--- src/irrt_map.svh ---
// Register indices, reset values, field positions and timing figures of the block.
`ifndef IRRT_MAP_SVH
`define IRRT_MAP_SVH

`define IRRT_IDX_IR_BASE 8'h2B
`define IRRT_IDX_DMA_SEL 8'h2C
`define IRRT_IDX_HD_TIMEOUT 8'h2D
`define IRRT_IDX_SW_SEL_A 8'h2E
`define IRRT_IDX_SW_SEL_B 8'h2F
`define IRRT_IDX_RT_BASE 8'h30

`define IRRT_RST_IR_BASE 8'h00
`define IRRT_RST_DMA_SEL 4'hF
`define IRRT_RST_HD_TIMEOUT 8'h03
`define IRRT_RST_SW_SEL 8'h00
`define IRRT_RST_RT_BASE 7'h00

`define IRRT_DMA_NONE 4'hF
`define IRRT_DMA_LAST 4'h3
`define IRRT_DMA_FIELD 3:0
`define IRRT_DMA_RSVD_ZERO 4'h0
`define IRRT_RT_BASE_FIELD 7:1
`define IRRT_RT_RSVD_ZERO 1'b0

`define IRRT_IR_TOP_FIELD 15:11
`define IRRT_IR_BASE_FIELD 10:3
`define IRRT_IR_ENABLE_FIELD 7:5
`define IRRT_RT_TOP_FIELD 15:12
`define IRRT_RT_BASE_ADDR_FIELD 11:5
`define IRRT_RT_ENABLE_FIELD 6:3
`define IRRT_RT_OFS_FIELD 4:0
`define IRRT_RT_OFS_WAKE_STS 5'h00

`define IRRT_CLK_PERIOD_PS 5000
`define IRRT_TICK_US 100
`define IRRT_PS_PER_US 1000000

`endif

--- src/irrt_pkg.sv ---
// Types shared by the configuration register block and its address decoder.
package irrt_pkg;

  typedef struct packed {
    logic in_cfg_state;
    logic [7:0] index;
    logic wr;
    logic rd;
    logic [7:0] wdata;
  } irrt_cfg_req_t;

  typedef struct packed {
    logic valid;
    logic [15:0] addr;
  } irrt_io_req_t;

  typedef struct packed {
    logic ir_hit;
    logic rt_hit;
    logic rt_wake_sts;
    logic [4:0] rt_offset;
  } irrt_dec_t;

endpackage

--- src/irrt_addr_decode.sv ---
// Address decoder for the fast infrared engine window and the runtime block window.
`timescale 1ns/1ps
`include "irrt_map.svh"
module irrt_addr_decode
  import irrt_pkg::*;
(
  input wire irrt_io_req_t io_req,
  input wire logic [7:0] ir_base,
  input wire logic [6:0] rt_base,
  output irrt_dec_t dec
);

  logic ir_enabled;
  logic rt_enabled;

  // A base with all enable bits clear parks the window, so reset leaves both off.
  assign ir_enabled = |ir_base[`IRRT_IR_ENABLE_FIELD];
  assign rt_enabled = |rt_base[`IRRT_RT_ENABLE_FIELD];

  always_comb
  begin
    dec = '0;
    dec.ir_hit = io_req.valid && ir_enabled
      && (io_req.addr[`IRRT_IR_TOP_FIELD] == '0)
      && (io_req.addr[`IRRT_IR_BASE_FIELD] == ir_base);
    dec.rt_hit = io_req.valid && rt_enabled
      && (io_req.addr[`IRRT_RT_TOP_FIELD] == '0)
      && (io_req.addr[`IRRT_RT_BASE_ADDR_FIELD] == rt_base);
    if (dec.rt_hit)
    begin
      dec.rt_offset = io_req.addr[`IRRT_RT_OFS_FIELD];
      dec.rt_wake_sts = (io_req.addr[`IRRT_RT_OFS_FIELD] == `IRRT_RT_OFS_WAKE_STS);
    end
  end

endmodule

--- src/irrt_cfg_regs.sv ---
// Configuration registers placing the fast infrared engine and the runtime block.
//
// How it works
// - Registers answer only in configuration state with their own index loaded.
// - Engine base register holds address bits 10:3, read/write, resets to zero.
// - Engine decode needs address bits 15:11 zero and 10:3 equal base.
// - Engine decode is off while base bits 10, 9 and 8 are zero.
// - DMA codes 0-3 pick channels, 4-14 reserved, 15 none; reset 0x0F.
// - DMA register bits 7:4 ignore writes and read as zero.
// - Every unselected DMA request output stays released, not driven.
// - Turnaround delay equals timeout value times 100 us; reset 0x03. Busy here lasts one clock longer.
// - Config timeout and engine timeout are one value, written from either.
// - Engine software reset leaves the timeout value alone.
// - Software select A is shared storage with engine register, resets zero.
// - Software select B is shared storage with engine register, resets zero.
// - Runtime base holds address bits 11:5, 32-byte granularity.
// - Runtime base bit 0 reserved, bits 7:1 hold address, reset zero.
// - Runtime decode is off while base bits 11 through 8 are zero.
// - Runtime claim needs bits 15:12 zero and 11:5 equal base.
// - Address bits 4:0 give the runtime offset; zero is wake status.
`timescale 1ns/1ps
`include "irrt_map.svh"
module irrt_cfg_regs
  import irrt_pkg::*;
#(
  parameter int TICK_CYCLES = (`IRRT_TICK_US * `IRRT_PS_PER_US) / `IRRT_CLK_PERIOD_PS,
  parameter int DMA_CHANNELS = 4
)
(
  input wire logic clk,
  input wire logic sys_rst,
  input wire irrt_cfg_req_t cfg_req,
  output logic [7:0] cfg_rdata,
  output logic cfg_rvalid,
  input wire irrt_io_req_t io_req,
  output irrt_dec_t io_dec,
  input wire logic eng_sw_rst,
  input wire logic eng_timeout_wr,
  input wire logic eng_sw_sel_a_wr,
  input wire logic eng_sw_sel_b_wr,
  input wire logic [7:0] eng_wdata,
  output logic [7:0] eng_timeout,
  output logic [7:0] eng_sw_sel_a,
  output logic [7:0] eng_sw_sel_b,
  input wire logic eng_dma_req,
  output logic [DMA_CHANNELS-1:0] dma_req_o,
  output logic [DMA_CHANNELS-1:0] dma_req_oe,
  input wire logic turn_start,
  output logic turn_busy
);

  localparam int TICK_W = $clog2(TICK_CYCLES + 1);

  // Register storage.
  logic [7:0] ir_base_ff;
  logic [3:0] dma_sel_ff;
  logic [7:0] timeout_ff;
  logic [7:0] sw_sel_a_ff;
  logic [7:0] sw_sel_b_ff;
  logic [6:0] rt_base_ff;

  // Read answer path.
  logic [7:0] cfg_rdata_ff;
  logic cfg_rvalid_ff;
  logic [7:0] nxt_rdata;
  logic nxt_rvalid;

  // Decode and DMA pin stage.
  irrt_dec_t io_dec_ff;
  irrt_dec_t nxt_dec;
  logic [DMA_CHANNELS-1:0] dma_req_ff;
  logic [DMA_CHANNELS-1:0] dma_oe_ff;
  logic [DMA_CHANNELS-1:0] nxt_dma_req;
  logic [DMA_CHANNELS-1:0] nxt_dma_oe;

  // Turnaround timing.
  logic [TICK_W-1:0] tick_cnt_ff;
  logic tick_ff;
  logic [7:0] turn_cnt_ff;
  logic turn_busy_ff;

  // Index match qualified by configuration state; only the write strobe uses it.
  function automatic logic cfg_hit(input irrt_cfg_req_t req, input logic [7:0] idx);
    cfg_hit = req.in_cfg_state && (req.index == idx);
  endfunction

  function automatic logic cfg_wr_hit(input irrt_cfg_req_t req, input logic [7:0] idx);
    cfg_wr_hit = req.wr && cfg_hit(req, idx);
  endfunction

  // A code names a live channel only inside the documented range.
  function automatic logic dma_code_live(input logic [3:0] code);
    dma_code_live = (code <= `IRRT_DMA_LAST);
  endfunction

  // Channel match for one request pin; reserved and none codes match no pin.
  function automatic logic dma_chan_hit(input logic [3:0] code, input int ch);
    dma_chan_hit = dma_code_live(code) && (int'(code) == ch);
  endfunction

  // The block answers reads only for its own indices; the rest belong to other blocks.
  function automatic logic cfg_own_index(input logic [7:0] idx);
    cfg_own_index = (idx >= `IRRT_IDX_IR_BASE) && (idx <= `IRRT_IDX_RT_BASE);
  endfunction

  // Engine base register.
  always_ff @(posedge clk)
  begin
    if (sys_rst)
    begin
      ir_base_ff <= `IRRT_RST_IR_BASE;
    end
    else if (cfg_wr_hit(cfg_req, `IRRT_IDX_IR_BASE))
    begin
      ir_base_ff <= cfg_req.wdata;
    end
  end

  // DMA select: only the low nibble is storage, the upper nibble is not kept.
  // Reads rebuild the upper nibble as zero in the read multiplexer.
  always_ff @(posedge clk)
  begin
    if (sys_rst)
    begin
      dma_sel_ff <= `IRRT_RST_DMA_SEL;
    end
    else if (cfg_wr_hit(cfg_req, `IRRT_IDX_DMA_SEL))
    begin
      dma_sel_ff <= cfg_req.wdata[`IRRT_DMA_FIELD];
    end
  end

  // Shared half-duplex timeout. The engine software reset is deliberately not
  // an input to this process, so the value survives it.
  // When both sides write in one cycle the configuration write wins.
  always_ff @(posedge clk)
  begin
    if (sys_rst)
    begin
      timeout_ff <= `IRRT_RST_HD_TIMEOUT;
    end
    else if (cfg_wr_hit(cfg_req, `IRRT_IDX_HD_TIMEOUT))
    begin
      timeout_ff <= cfg_req.wdata;
    end
    else if (eng_timeout_wr)
    begin
      timeout_ff <= eng_wdata;
    end
  end

  // Software select A, one flop set seen from both sides.
  always_ff @(posedge clk)
  begin
    if (sys_rst)
    begin
      sw_sel_a_ff <= `IRRT_RST_SW_SEL;
    end
    else if (cfg_wr_hit(cfg_req, `IRRT_IDX_SW_SEL_A))
    begin
      sw_sel_a_ff <= cfg_req.wdata;
    end
    else if (eng_sw_sel_a_wr)
    begin
      sw_sel_a_ff <= eng_wdata;
    end
  end

  // Software select B, one flop set seen from both sides.
  always_ff @(posedge clk)
  begin
    if (sys_rst)
    begin
      sw_sel_b_ff <= `IRRT_RST_SW_SEL;
    end
    else if (cfg_wr_hit(cfg_req, `IRRT_IDX_SW_SEL_B))
    begin
      sw_sel_b_ff <= cfg_req.wdata;
    end
    else if (eng_sw_sel_b_wr)
    begin
      sw_sel_b_ff <= eng_wdata;
    end
  end

  // Runtime base: bit 0 is reserved and never stored.
  always_ff @(posedge clk)
  begin
    if (sys_rst)
    begin
      rt_base_ff <= `IRRT_RST_RT_BASE;
    end
    else if (cfg_wr_hit(cfg_req, `IRRT_IDX_RT_BASE))
    begin
      rt_base_ff <= cfg_req.wdata[`IRRT_RT_BASE_FIELD];
    end
  end

  // Read multiplexer; reserved fields are rebuilt as zero on every read.
  always_comb
  begin
    nxt_rdata = '0;
    nxt_rvalid = cfg_req.rd && cfg_req.in_cfg_state && cfg_own_index(cfg_req.index);
    if (cfg_req.in_cfg_state)
    begin
      unique case (cfg_req.index)
        `IRRT_IDX_IR_BASE: nxt_rdata = ir_base_ff;
        `IRRT_IDX_DMA_SEL: nxt_rdata = {`IRRT_DMA_RSVD_ZERO, dma_sel_ff};
        `IRRT_IDX_HD_TIMEOUT: nxt_rdata = timeout_ff;
        `IRRT_IDX_SW_SEL_A: nxt_rdata = sw_sel_a_ff;
        `IRRT_IDX_SW_SEL_B: nxt_rdata = sw_sel_b_ff;
        `IRRT_IDX_RT_BASE: nxt_rdata = {rt_base_ff, `IRRT_RT_RSVD_ZERO};
        default: nxt_rdata = '0;
      endcase
    end
  end

  // Read answer one cycle after the strobe; other indices belong elsewhere.
  always_ff @(posedge clk)
  begin
    if (sys_rst)
    begin
      cfg_rdata_ff <= '0;
      cfg_rvalid_ff <= 1'b0;
    end
    else
    begin
      cfg_rdata_ff <= cfg_req.rd ? nxt_rdata : '0;
      cfg_rvalid_ff <= nxt_rvalid;
    end
  end

  irrt_addr_decode u_decode (
    .io_req(io_req),
    .ir_base(ir_base_ff),
    .rt_base(rt_base_ff),
    .dec(nxt_dec)
  );

  // Decode results are registered so outputs come from flops.
  always_ff @(posedge clk)
  begin
    if (sys_rst)
    begin
      io_dec_ff <= '0;
    end
    else
    begin
      io_dec_ff <= nxt_dec;
    end
  end

  // DMA request steering. Reserved codes behave as none, so a stale code
  // cannot fight another device on the shared request line.
  always_comb
  begin
    nxt_dma_oe = '0;
    nxt_dma_req = '0;
    for (int ch = 0; ch < DMA_CHANNELS; ch++)
    begin
      nxt_dma_oe[ch] = dma_chan_hit(dma_sel_ff, ch);
      nxt_dma_req[ch] = dma_chan_hit(dma_sel_ff, ch) && eng_dma_req;
    end
  end

  // The pins are registered so the enable and the request change together.
  always_ff @(posedge clk)
  begin
    if (sys_rst)
    begin
      dma_req_ff <= '0;
      dma_oe_ff <= '0;
    end
    else
    begin
      dma_req_ff <= nxt_dma_req;
      dma_oe_ff <= nxt_dma_oe;
    end
  end

  // 100 us tick divider; it restarts with each turnaround so the first
  // step is a full period long.
  // Limitation: busy lasts one clock longer than timeout x TICK_CYCLES, as
  // the count loads a cycle before the first tick window opens.
  always_ff @(posedge clk)
  begin
    if (sys_rst)
    begin
      tick_cnt_ff <= '0;
      tick_ff <= 1'b0;
    end
    else if (turn_start || tick_cnt_ff == TICK_W'(TICK_CYCLES - 1))
    begin
      tick_cnt_ff <= '0;
      tick_ff <= !turn_start;
    end
    else
    begin
      tick_cnt_ff <= tick_cnt_ff + 1'b1;
      tick_ff <= 1'b0;
    end
  end

  // Turnaround timer: busy for timeout x 100 us plus one clock after each start; a zero timeout gives no busy.
  // A new start while a wait runs reloads the count from the current setting.
  // The engine software reset aborts a running wait but not the setting.
  always_ff @(posedge clk)
  begin
    if (sys_rst)
    begin
      turn_cnt_ff <= '0;
      turn_busy_ff <= 1'b0;
    end
    else if (turn_start)
    begin
      turn_cnt_ff <= timeout_ff;
      turn_busy_ff <= (timeout_ff != '0);
    end
    else if (eng_sw_rst)
    begin
      turn_cnt_ff <= '0;
      turn_busy_ff <= 1'b0;
    end
    else if (tick_ff && turn_cnt_ff != '0)
    begin
      turn_cnt_ff <= turn_cnt_ff - 1'b1;
      turn_busy_ff <= (turn_cnt_ff != 8'h01);
    end
  end

  // Every output is a flop; no port is fed through combinational logic.
  assign cfg_rdata = cfg_rdata_ff;
  assign cfg_rvalid = cfg_rvalid_ff;
  assign io_dec = io_dec_ff;
  assign eng_timeout = timeout_ff;
  assign eng_sw_sel_a = sw_sel_a_ff;
  assign eng_sw_sel_b = sw_sel_b_ff;
  assign dma_req_o = dma_req_ff;
  assign dma_req_oe = dma_oe_ff;
  assign turn_busy = turn_busy_ff;

endmodule

--- config.mk ---
export PLATFORM = sky130hd
export DESIGN_NAME = irrt_cfg_regs
export DESIGN_NICKNAME = d
export VERILOG_FILES = /design/src/irrt_pkg.sv /design/src/irrt_addr_decode.sv /design/src/irrt_cfg_regs.sv
export VERILOG_INCLUDE_DIRS = /design/src /design/src/src
export SDC_FILE = /design/constraint.sdc
export NUM_CORES = 1
export LEC_CHECK = 0
export ABC_AREA = 1
export CAP_MARGIN = 20
export CORE_MARGIN = 4
export CORE_UTILIZATION = 51
export DETAILED_ROUTE_END_ITERATION = 8
export DONT_BUFFER_PORTS = 1
export GPL_ROUTABILITY_DRIVEN = 0
export PLACE_DENSITY = 0.66
export SLEW_MARGIN = 20
export SYNTH_ARGS = -nofsm -noshare
export SYNTH_HDL_FRONTEND = slang
export SYNTH_HIERARCHICAL = 1
export SYNTH_SLANG_ARGS = --single-unit
--- constraint.sdc ---
create_clock -name clk -period 3.1 [get_ports clk]
set_clock_uncertainty 0.2 [all_clocks]
set_input_delay 0.465 -clock clk [delete_from_list [all_inputs] [get_ports clk]]
set_output_delay 0.465 -clock clk [all_outputs]
set_load 0.01 [all_outputs]
==> results of run 1 <==
[metrics by stage]
stage	hold slack, ns	cells	area, µm²	setup WS [ns]
detailed placement	0.264	832	5010	1.02
CTS	0.0155	848	5240	1.31
global placement	0.251	832	5010	1.10
global route	0.0228	848	5240	1.10
floorplan	0.239	724	4990	1.44
finish	0.0354	848	5240	1.32
[flip-flops by register name (all words and copies together), names as in the netlist]
register and count:
tick_ff 1, dma_sel_ff 4, cfg_rdata 8, tick_cnt_ff 15, dma_req_oe 4, ir_base_ff 8, turn_cnt_ff 8, eng_sw_sel_b 8
eng_sw_sel_a 8, io_dec 8, rt_base_ff 7, cfg_rvalid 1, eng_timeout 8, turn_busy 1, dma_req_o 4
[worst max-delay path, cell delays in order (launching register included)]
cell and delay [ns]:
dfxtp_1 0.41, ha_1 0.19, nand2_1 0.09, nor2_1 0.18, nand3_1 0.13, nand2_1 0.37, nor3_1 0.09
[layout make-up]
class / count / area share
well taps: 129 / 0.0308
multi-input cells: 506 / 0.496
clock inverters: 3 / 0.00836
inverters: 104 / 0.0745
repair buffers: 1 / 0.00382
flip-flops and latches: 93 / 0.355
clock buffers: 12 / 0.0315
[placed cells by master (no fill, tap or decap), drive strengths merged]
cell / netlist / layout
a21boi: 18 / 18
a21oi: 32 / 32
buf: 13 / 1
ha: 4 / 4
inv: 102 / 102
nand3: 72 / 72
clkbuf: 8 / 12
o21a: 1 / 1
xnor2: 2 / 2
nor4: 4 / 4
a211oi: 22 / 22
nor2: 132 / 132
o21ai: 44 / 44
o22ai: 1 / 1
bufinv: 0 / 1
nand4: 6 / 6
nand2: 150 / 150
a21o: 1 / 1
xor2: 1 / 1
nor3: 16 / 16
dfxtp: 93 / 93
clkinv: 2 / 4
[Yosys cell counts, types with 5 or more instances]
master	number
a211oi_1	7
a211oi_2	15
a21boi_0	18
a21oi_1	32
buf_6	6
clkbuf_1	8
dfxtp_1	93
inv_1	97
inv_2	5
nand2_1	144
nand2_2	5
nand3_1	67
nand4_1	6
nor2_1	119
nor2_2	5
nor3_1	16
o21ai_0	40
[power by group through the flow]
| stage | Combinational, mW | Sequential, mW | Clock (mW) |
|---|---|---|---|
| global route | 0.231 | 1.27 | 0.904 |
| floorplan | 0.179 | 1.28 | 0 |
| finish | 0.203 | 1.27 | 0.840 |
| global placement | 0.184 | 1.30 | 0 |
| detailed placement | 0.189 | 1.30 | 0 |
| CTS | 0.202 | 1.27 | 0.854 |
[per-layer routing]
layer | up-vias | track usage | wire length (µm)
li1 | 2300 | - | -
met1 | 2070 | 0.318 | 5950
met2 | 153 | 0.375 | 6090
met3 | 11 | 0.0602 | 1230
met4 | 0 | 0.0566 | 108
met5 | - | 0 | 0
[how the worst min path moves through the flow]
stage | start | end | slack (ns)
after detailed placement | tick_cnt_ff[13]$_SDFF_PP0_ | tick_cnt_ff[13]$_SDFF_PP0_ | 0.26
final | sys_rst | dma_sel_ff[0]$_SDFFE_PP1P_ | 0.04
after CTS | sys_rst | dma_sel_ff[0]$_SDFFE_PP1P_ | 0.02
after global placement | tick_cnt_ff[12]$_SDFF_PP0_ | tick_cnt_ff[12]$_SDFF_PP0_ | 0.25
after global routing | sys_rst | dma_sel_ff[0]$_SDFFE_PP1P_ | 0.02
after floorplan | tick_cnt_ff[12]$_SDFF_PP0_ | tick_cnt_ff[12]$_SDFF_PP0_ | 0.24
[timing repair]
item | 4_1_cts | 5_1_grt
buffers inserted | 0 | 0
hold endpoints to repair | 39 | 0
hold buffers | 1 | 0
[logic make-up (layout without fill, tap and decap cells)]
logic type,Yosys count,in the layout,synth area share
XOR/XNOR,3,3,0.00526
AND/OR/NAND/NOR,380,380,0.349
flip-flops,93,93,0.373
buffers and inverters,125,120,0.107
AO/OA/AOI/OAI,119,119,0.156
adder cells (fa/ha/maj),4,4,0.0100
==> metrics.txt, run 1 <==
top-area cell type share of the netlist area=0.373; Routed Antenna Nets=0; Slew Viols, Final=0; Vias=4534; CP Data Arrival Time=1.81 ns; gr usage total=0.235; Chip Width=107 µm; final hold violation count=0; worst reg2reg path startpoint=tick_cnt_ff[0]$_SDFF_PP0_; logic gate share of total power=0.088; antenna violations before repair=0; power density over cell area=441 nW/µm²; Critical Path Start=tick_cnt_ff[0]$_SDFF_PP0_; vias per cell=5.35; Post-Syn Nets=780; clock tree buffer depth=2; #FFs+latches synth=93; largest net degree at the start of global routing=40; initial core utilization=0.533; Synth Flop Type=dfxtp_1; routed len/inst=15.8 µm; Worst Setup EP=tick_cnt_ff[10]$_SDFF_PP0_; final total power=2.31 mW; Clk pin slew, worst setup/hold paths=0.09 ns; fin crit share=0.573; CTS tree=done; FF-to-FF End=tick_cnt_ff[10]$_SDFF_PP0_; Clock Latency Late Sink=0.35 ns; DRC Markers=0; sw frac=0.251; fillers=948; syn avg cell area=6.90 µm²; Max-slew headroom=0.558; crit start category=flip-flop; clock sink count=93; Synth Instances=724; Area Overhead vs Synth=4.94%; register area=1860 µm²; min-delay worst type=in2reg; clock share of power=0.363; status=completed; Post-DP HPWL=10000 µm; number of synthesized flops with an enable pin=0; Routed WL=13400 µm; 1st-iter DRT viols=320; H-tree depth=3; Post-CTS Resized=0; Hold Crit Depth=2; max cap viols=0; share of layout cells above drive strength 1=0.0834; Ys Warns=6; Num CTS Buffers=9; nets=771; distinct cell type count after synthesis=35; endpoint class of the critical path=flip-flop; worst path required time=3.13 ns; Die Y=107 µm; first-pass GRT wire length=21500 µm; grt ovf=0; Sw Pwr=0.581 mW; maximum VDD drop=252 µV; Multi-input gate area=2600 µm²; Leak=2.20 nW; critical path fanouts, max=14; cell accounting for the most synthesized area=dfxtp_1; n_diodes=0; Worst Tran Pin Value=0.660 ns; Top Ports=102; Power Internal=1.73 mW; Die ar.=11400 µm²; Setup CP Type=reg2reg; Seq/Total Area, Yosys=0.373; port bufs=0; dominant cells by area after synthesis=dfxtp_1, nand2_1, nor2_1, inv_1, nand3_1; vias in the first global route=4233; min Tclk post-route=1.78 ns; Synth Cell Area=4990 µm²; first-pass detailed-route iteration total=5; Root Buffer=clkbuf_8; worst reg2reg path depth=6; setup_tns=0 ns; Reg2Reg Setup Slack=1.32 ns; FMAX=0.563 GHz; # rows=35; Seq pwr share=0.549; Setup violations, final=0; final core occ=0.559; RSZ-0062 raised after global routing=false; ys async rst share=0; Core Box Area=9370 µm²
Note: power is estimated with default switching activity, not from simulation.
==> run 2, diff against run 1 <==
- PLACE_DENSITY: 0.66 -> 0.69
- clock period: 3.1 -> 1.57 ns (I/O delays scaled with it)
==> run 2 against run 1 <==
Net effect: combinational power increased to 2.8 times the previous value; first-iteration DRC count decreased by 4.7%; cell area increased by 9.1%; largest power group unchanged; global-route usage increased by 1.7 points; largest cell class unchanged; the flow now finishes with violations (negative hold slack).
==> metrics.txt, run 2 (same netlist as run 1, synthesis figures left out) <==
Die ar.=11400 µm² (unchanged); Routed WL=14200 µm (+6.0%); power density over cell area=801 nW/µm² (+82%); crit start category=primary input; most common cell after layout, fill and taps aside=nand2_1; vias in the first global route=4553 (+7.6%); min-delay worst type=in2reg; largest net degree at the start of global routing=44 (+10%); endpoint class of the critical path=flip-flop; Die Y=107 µm (unchanged); vias per cell=5.41 (+1.1%); share of layout cells above drive strength 1=0.160 (+0.0769); register area=1870 µm² (+0.47%); clock tree buffer depth=2 (unchanged); Slew Viols, Final=0 (unchanged); Placement Setup Slack=-0.0230 ns (-1.04 ns); Core Box Area=9370 µm² (unchanged); 1st-iter DRT viols=305 (-4.7%); Clk pin slew, worst setup/hold paths=0.10 ns (about the same); Routed Antenna Nets=0 (unchanged); first-pass detailed-route iteration total=7 (+2); n_diodes=0 (unchanged); design area=5720 µm² (+9.1%); max FFs per register=15 (unchanged); Reg with most FFs=tick_cnt_ff; Area Overhead vs Synth=14.5%; fin crit share=0.950; Clock Latency Late Sink=0.36 ns (about the same); Top Ports=102 (unchanged); max cap viols=0 (unchanged); min Tclk post-route=1.49 ns; # rows=35 (unchanged); grt ovf=0 (unchanged); Vias=4812 (+6.1%); Leak=2.40 nW (+9.2%); placed cell count=855 (+2.8%); Setup violations, final=0 (unchanged); Root Buffer=clkbuf_8; CTS tree=done; CP Data Arrival Time=1.52 ns (-0.29 ns); worst path required time=1.59 ns (-1.54 ns); failing checks=negative hold slack; Max-slew headroom=0.703 (+0.145); final total power=4.58 mW (+98%); nets=812 (+5.3%); critical path fanouts, max=7 (-7); Finished Layout Cells=890 (+5.0%); antenna violations before repair=2 (+2); setup_tns=0 ns (unchanged); Chip Width=107 µm (unchanged); H-tree depth=3 (unchanged); fillers=897 (-5.4%); Multi-input gate area=2740 µm² (+5.4%); gr usage total=0.251 (+0.0166); hold_ws=-0.249 ns (-0.284 ns); Num CTS Buffers=9 (unchanged); setup ws final=0.0785 ns (-1.25 ns); Area after DPL=5210 µm² (+3.9%); initial core utilization=0.533 (unchanged); Post-DP HPWL=10300 µm (+3.1%); maximum VDD drop=594 µV (+140%); final hold violation count=43 (+43); port bufs=0 (unchanged); Setup CP Type=in2reg; FMAX=0.670 GHz; first-pass GRT wire length=23100 µm (+7.6%); most frequent cells in the layout=nand2_1, nor2_1, inv_1; status=finished, violations left; routed len/inst=15.9 µm (+0.97%); final core occ=0.610 (+0.0510); clock sink count=93 (unchanged); cts hold-fix bufs=14 (+13); Worst Tran Pin Value=0.445 ns (-0.215 ns); DRC Markers=0 (unchanged)
[run 2: power by group]
part	total (mW)	switching (mW)	internal, mW
clock	1.53	0.866	0.664
sequential	2.49	0.0742	2.42
combinational	0.564	0.338	0.226
[run 2: critical path, cell delays in order]
cell,delay (ns)
dlygate4sd3_1,0.54
nand2_1,0.10
nor2_2,0.06
buf_4,0.16
nand3_1,0.09
nand2_1,0.05
nor2_1,0.17
a21oi_1,0.10
[run 2: timing repair]
action | in CTS | in global routing
gates cloned | 0 | 1
setup buffers | 0 | 4
endpoints found under the setup margin | 21 | 32
hold endpoints to repair | 71 | 42
pin swaps | 0 | 9
resized for setup | 2 | 51
[run 2: path summary, 6_finish.rpt]
check	from	to	slack, ns	depth (start not counted)
max	cfg_req[15]	cfg_rdata[5]$_SDFF_PP0_	0.08	8
max reg2reg	turn_cnt_ff[1]$_SDFFE_PP0P_	turn_cnt_ff[7]$_SDFFE_PP0P_	0.09	9
min	sys_rst	eng_sw_sel_a[5]$_SDFFE_PP0P_	-0.25	1
min reg2reg	tick_cnt_ff[12]$_SDFF_PP0_	tick_cnt_ff[12]$_SDFF_PP0_	0.27	2
[run 2: area by class of cell]
| class | instances | area share |
|---|---|---|
| Timing Repair Buffer | 41 | 0.0648 |
| Tap cell | 129 | 0.0282 |
| Sequential cell | 93 | 0.327 |
| Multi-Input combinational cell | 507 | 0.479 |
| Inverter | 104 | 0.0687 |
| Clock buffer | 11 | 0.0265 |
| Clock inverter | 5 | 0.00591 |
[run 2: routing by layer]
metal	vias to the layer above	global-route usage	part of all wire
met4	4	0.0475	0.015
met5	-	0	0.0015
met3	26	0.0716	0.087
met2	186	0.415	0.47
met1	2202	0.329	0.43
li1	2394	-	-
==> run 3, diff against run 2 <==
- SYNTH_HIERARCHICAL: 1 -> unset
==> run 3 against run 2 <==
Net effect: the flow still finishes with violations (negative hold slack); global-route usage up 1.2 points; critical path depth down 1; via count up 6.7%; area after synthesis up 1.9%; sequential power about the same; clock power up 22%; power up 9.5%; synthesized cell count up 5.2%; final cell count up 7.4%; critical endpoint is now turn_cnt_ff[4]$_SDFFE_PP0P_; largest cell class unchanged.
==> metrics.txt, run 3 <==
vias in the first global route=4820 (+5.9%); DRC Markers=0 (unchanged); Synth Flop Type=dfxtp_1; Hold Crit Depth=4 (+3); Leak=2.66 nW (+11%); Area Overhead vs Synth=18.7%; fillers=904 (+0.78%); Seq/Total Area, Yosys=0.366 (-0.00679); Routed Antenna Nets=0 (unchanged); crit-path cells=inv_2 -> ha_1 -> nand2_2 -> o21ai_4 -> nand2_4 -> o21bai_1 -> nor2_1; most common cell after layout, fill and taps aside=nand2_1; RSZ-0062 raised after global routing=true; worst reg2reg path depth=7 (-2); CTS tree=done; Finished Layout Cells=956 (+7.4%); Routed WL=15100 µm (+6.2%); Reg with most FFs=tick_cnt_ff; clock sink count=93 (unchanged); Num CTS Buffers=9 (unchanged); Detail Route met3 WL=1460 µm (+18%); top-area cell type share of the netlist area=0.366 (-0.00679); Post-synth top cells=nand2_1, inv_1, dfxtp_1, nor2_1, nand3_1; grt ovf=0 (unchanged); gr usage total=0.263 (+0.0122); H-tree depth=3 (unchanged); HP Start=turn_start; delay-heaviest family, CP=compound AO/OA/AOI/OAI gates; Reg2Reg Setup Slack=0.06 ns (-0.03 ns); CP Buf/Inv Count=1 (-1); min-delay worst type=in2reg; Clk pin slew, worst setup/hold paths=0.09 ns (about the same); register area=1870 µm² (+0.13%); Die Y=108 µm (+0.86%); Chip Width=108 µm (+0.86%); power density over cell area=831 nW/µm² (+3.7%); port bufs=0 (unchanged); routed len/inst=15.7 µm (-1.1%); syn avg cell area=6.67 µm² (-3.2%); fin crit share=0.963 (+0.0132); Post-Syn Nets=818 (+4.9%); placed cell count=895 (+4.7%); met2 wire length=6840 µm (+3.2%); first-pass detailed-route iteration total=5 (-2); final core occ=0.620 (+0.0104); distinct cell type count after synthesis=37 (+5.7%); vias per cell=5.37 (-0.69%); Multi-input gate area=2660 µm² (-2.9%); clock tree buffer depth=2 (unchanged); nets=875 (+7.8%); worst path required time=1.64 ns (+0.05 ns); FMAX=0.661 GHz (-1.4%); Ys Warns=0 (-6); Synth Cell Area=5090 µm² (+1.9%); # rows=36 (+2.9%); Synth Instances=762 (+5.2%); Worst Tran Pin Value=0.390 ns (-0.0548 ns); first-pass GRT wire length=24100 µm (+4.6%); Core Box Area=9730 µm² (+3.8%); Setup CP Type=reg2reg; max FFs per register=15 (unchanged); critical path fanouts, max=5 (-2); peak per-stage delay on the critical path=0.34 ns (-0.20 ns); cell accounting for the most synthesized area=dfxtp_1; Hold EP=turn_cnt_ff[7]$_SDFFE_PP0P_; #FFs+latches synth=93 (unchanged); slowest cell on the critical path=dfxtp_2; Max-slew headroom=0.739 (+0.0367); Top Ports=102 (unchanged); crit start category=flip-flop; Die ar.=11600 µm² (+1.7%); endpoint class of the critical path=flip-flop; Top Metal Used=met4; FF-to-FF End=turn_cnt_ff[4]$_SDFFE_PP0P_; final hold violation count=1 (-98%); ys async rst share=0 (unchanged); dominant cells by area after synthesis=dfxtp_1, nand2_1, nand3_1, inv_1, nor2_1; 1st-iter DRT viols=424 (+39%); top-count cell post-synth=nand2_1; number of synthesized flops with an enable pin=0 (unchanged); wl on met1=6340 µm (+4.5%); maximum VDD drop=486 µV (-18%); share of layout cells above drive strength 1=0.124 (-0.0364); n_diodes=0 (unchanged); Setup violations, final=0 (unchanged); Clock Latency Late Sink=0.37 ns (about the same); largest net degree at the start of global routing=35 (-20%); Root Buffer=clkbuf_8; worst reg2reg path startpoint=turn_cnt_ff[1]$_SDFFE_PP0P_; status=finished, violations left; failing checks=negative hold slack; hold_ws=-0.0197 ns (+0.229 ns); min Tclk post-route=1.51 ns (+0.0207 ns); antenna violations before repair=0 (-2); Post-DP HPWL=10900 µm (+5.7%); most frequent cells in the layout=nand2_1, inv_1, nor2_1; Slew Viols, Final=0 (unchanged); max cap viols=0 (unchanged); Vias=5133 (+6.7%); initial core utilization=0.523 (-0.0101); CP Data Arrival Time=1.58 ns (+0.06 ns)
[run 3: cell types whose count changed after synthesis, sizes merged, moves of 17 or more]
cell / before / now
a211oi: 22 / 0
a21boi: 18 / 0
a21oi: 32 / 53
nand2: 150 / 168
nand3: 72 / 94
nand4: 6 / 23
nor2: 132 / 104
[run 3: worst max path at each step]
stage                                  end  depth (start not counted)                        start
6_report       turn_cnt_ff[4]$_SDFFE_PP0P_                          7  turn_cnt_ff[1]$_SDFFE_PP0P_
3_3_place_gp   turn_cnt_ff[4]$_SDFFE_PP0P_                          7  turn_cnt_ff[1]$_SDFFE_PP0P_
3_5_place_dp   turn_cnt_ff[4]$_SDFFE_PP0P_                          7  turn_cnt_ff[1]$_SDFFE_PP0P_
5_1_grt        turn_cnt_ff[3]$_SDFFE_PP0P_                          6  turn_cnt_ff[5]$_SDFFE_PP0P_
4_1_cts        turn_cnt_ff[4]$_SDFFE_PP0P_                          7  turn_cnt_ff[1]$_SDFFE_PP0P_
2_1_floorplan    tick_cnt_ff[7]$_SDFF_PP0_                          9    tick_cnt_ff[1]$_SDFF_PP0_
[run 3: what timing repair did]
action,CTS,global route
setup endpoints to repair,19,29
gates cloned,0,1
gates resized for setup,2,20
buffers inserted,0,2
hold buffers,43,1
pin swaps,1,9
hold endpoints to repair,83,20
[run 3: kinds of logic (layout without fill, tap and decap cells)]
group                      Yosys count  in the layout  share of synthesized area
AOI/OAI and AO/OA                  107            107                      0.109
buffers and inverters              137            197                      0.121
adders and majority gates            4              4                    0.00984
DFF                                 93             93                      0.366
and+or+nand+nor                    418            419                      0.389
xor gates and xnor gates             3              3                    0.00517
[run 3: where the power goes]
group / internal (mW) / switching, mW
clock network: 1.04 / 0.819
logic: 0.267 / 0.393
registers: 2.41 / 0.0819
total: 3.72 / 1.29
[run 3: per-layer routing]
metal  GRT usage  vias to the layer above
met4       0.101                        0
li1            -                     2570
met2       0.411                      205
met1       0.341                     2327
met5           0                        -
met3      0.0792                       31
[run 3: worst reg2reg max path: cells and delay by family (launching register included)]
family / cells / cell delay [ns]
compound gates: 2 / 0.39
fa+ha+maj: 1 / 0.16
simple gates: 3 / 0.25
buf+inv: 1 / 0.07
flops: 1 / 0.34
[run 3: final cells by class]
class                   instances  area share
clock buffers                  10      0.0211
clock inverters                 5      0.0166
inverters                     110      0.0686
multi-input cells             533       0.440
flip-flops and latches         93       0.310
well taps                     133      0.0276
repair buffers                 72       0.116
[run 3: through the flow]
stage               worst slack, ns  instance area [µm²]  power [mW]  TNS [ns]  hold slack [ns]
global route                -0.0454                 6040        5.26    -0.121          0.00931
finish                       0.0578                 6040        5.02         0          -0.0197
floorplan                   0.00214                 5100        2.92         0            0.148
CTS                         0.00718                 5980        5.03         0           -0.283
detailed placement          -0.0625                 5290        3.03    -0.196            0.115
global placement             0.0157                 5290        3.02         0            0.110
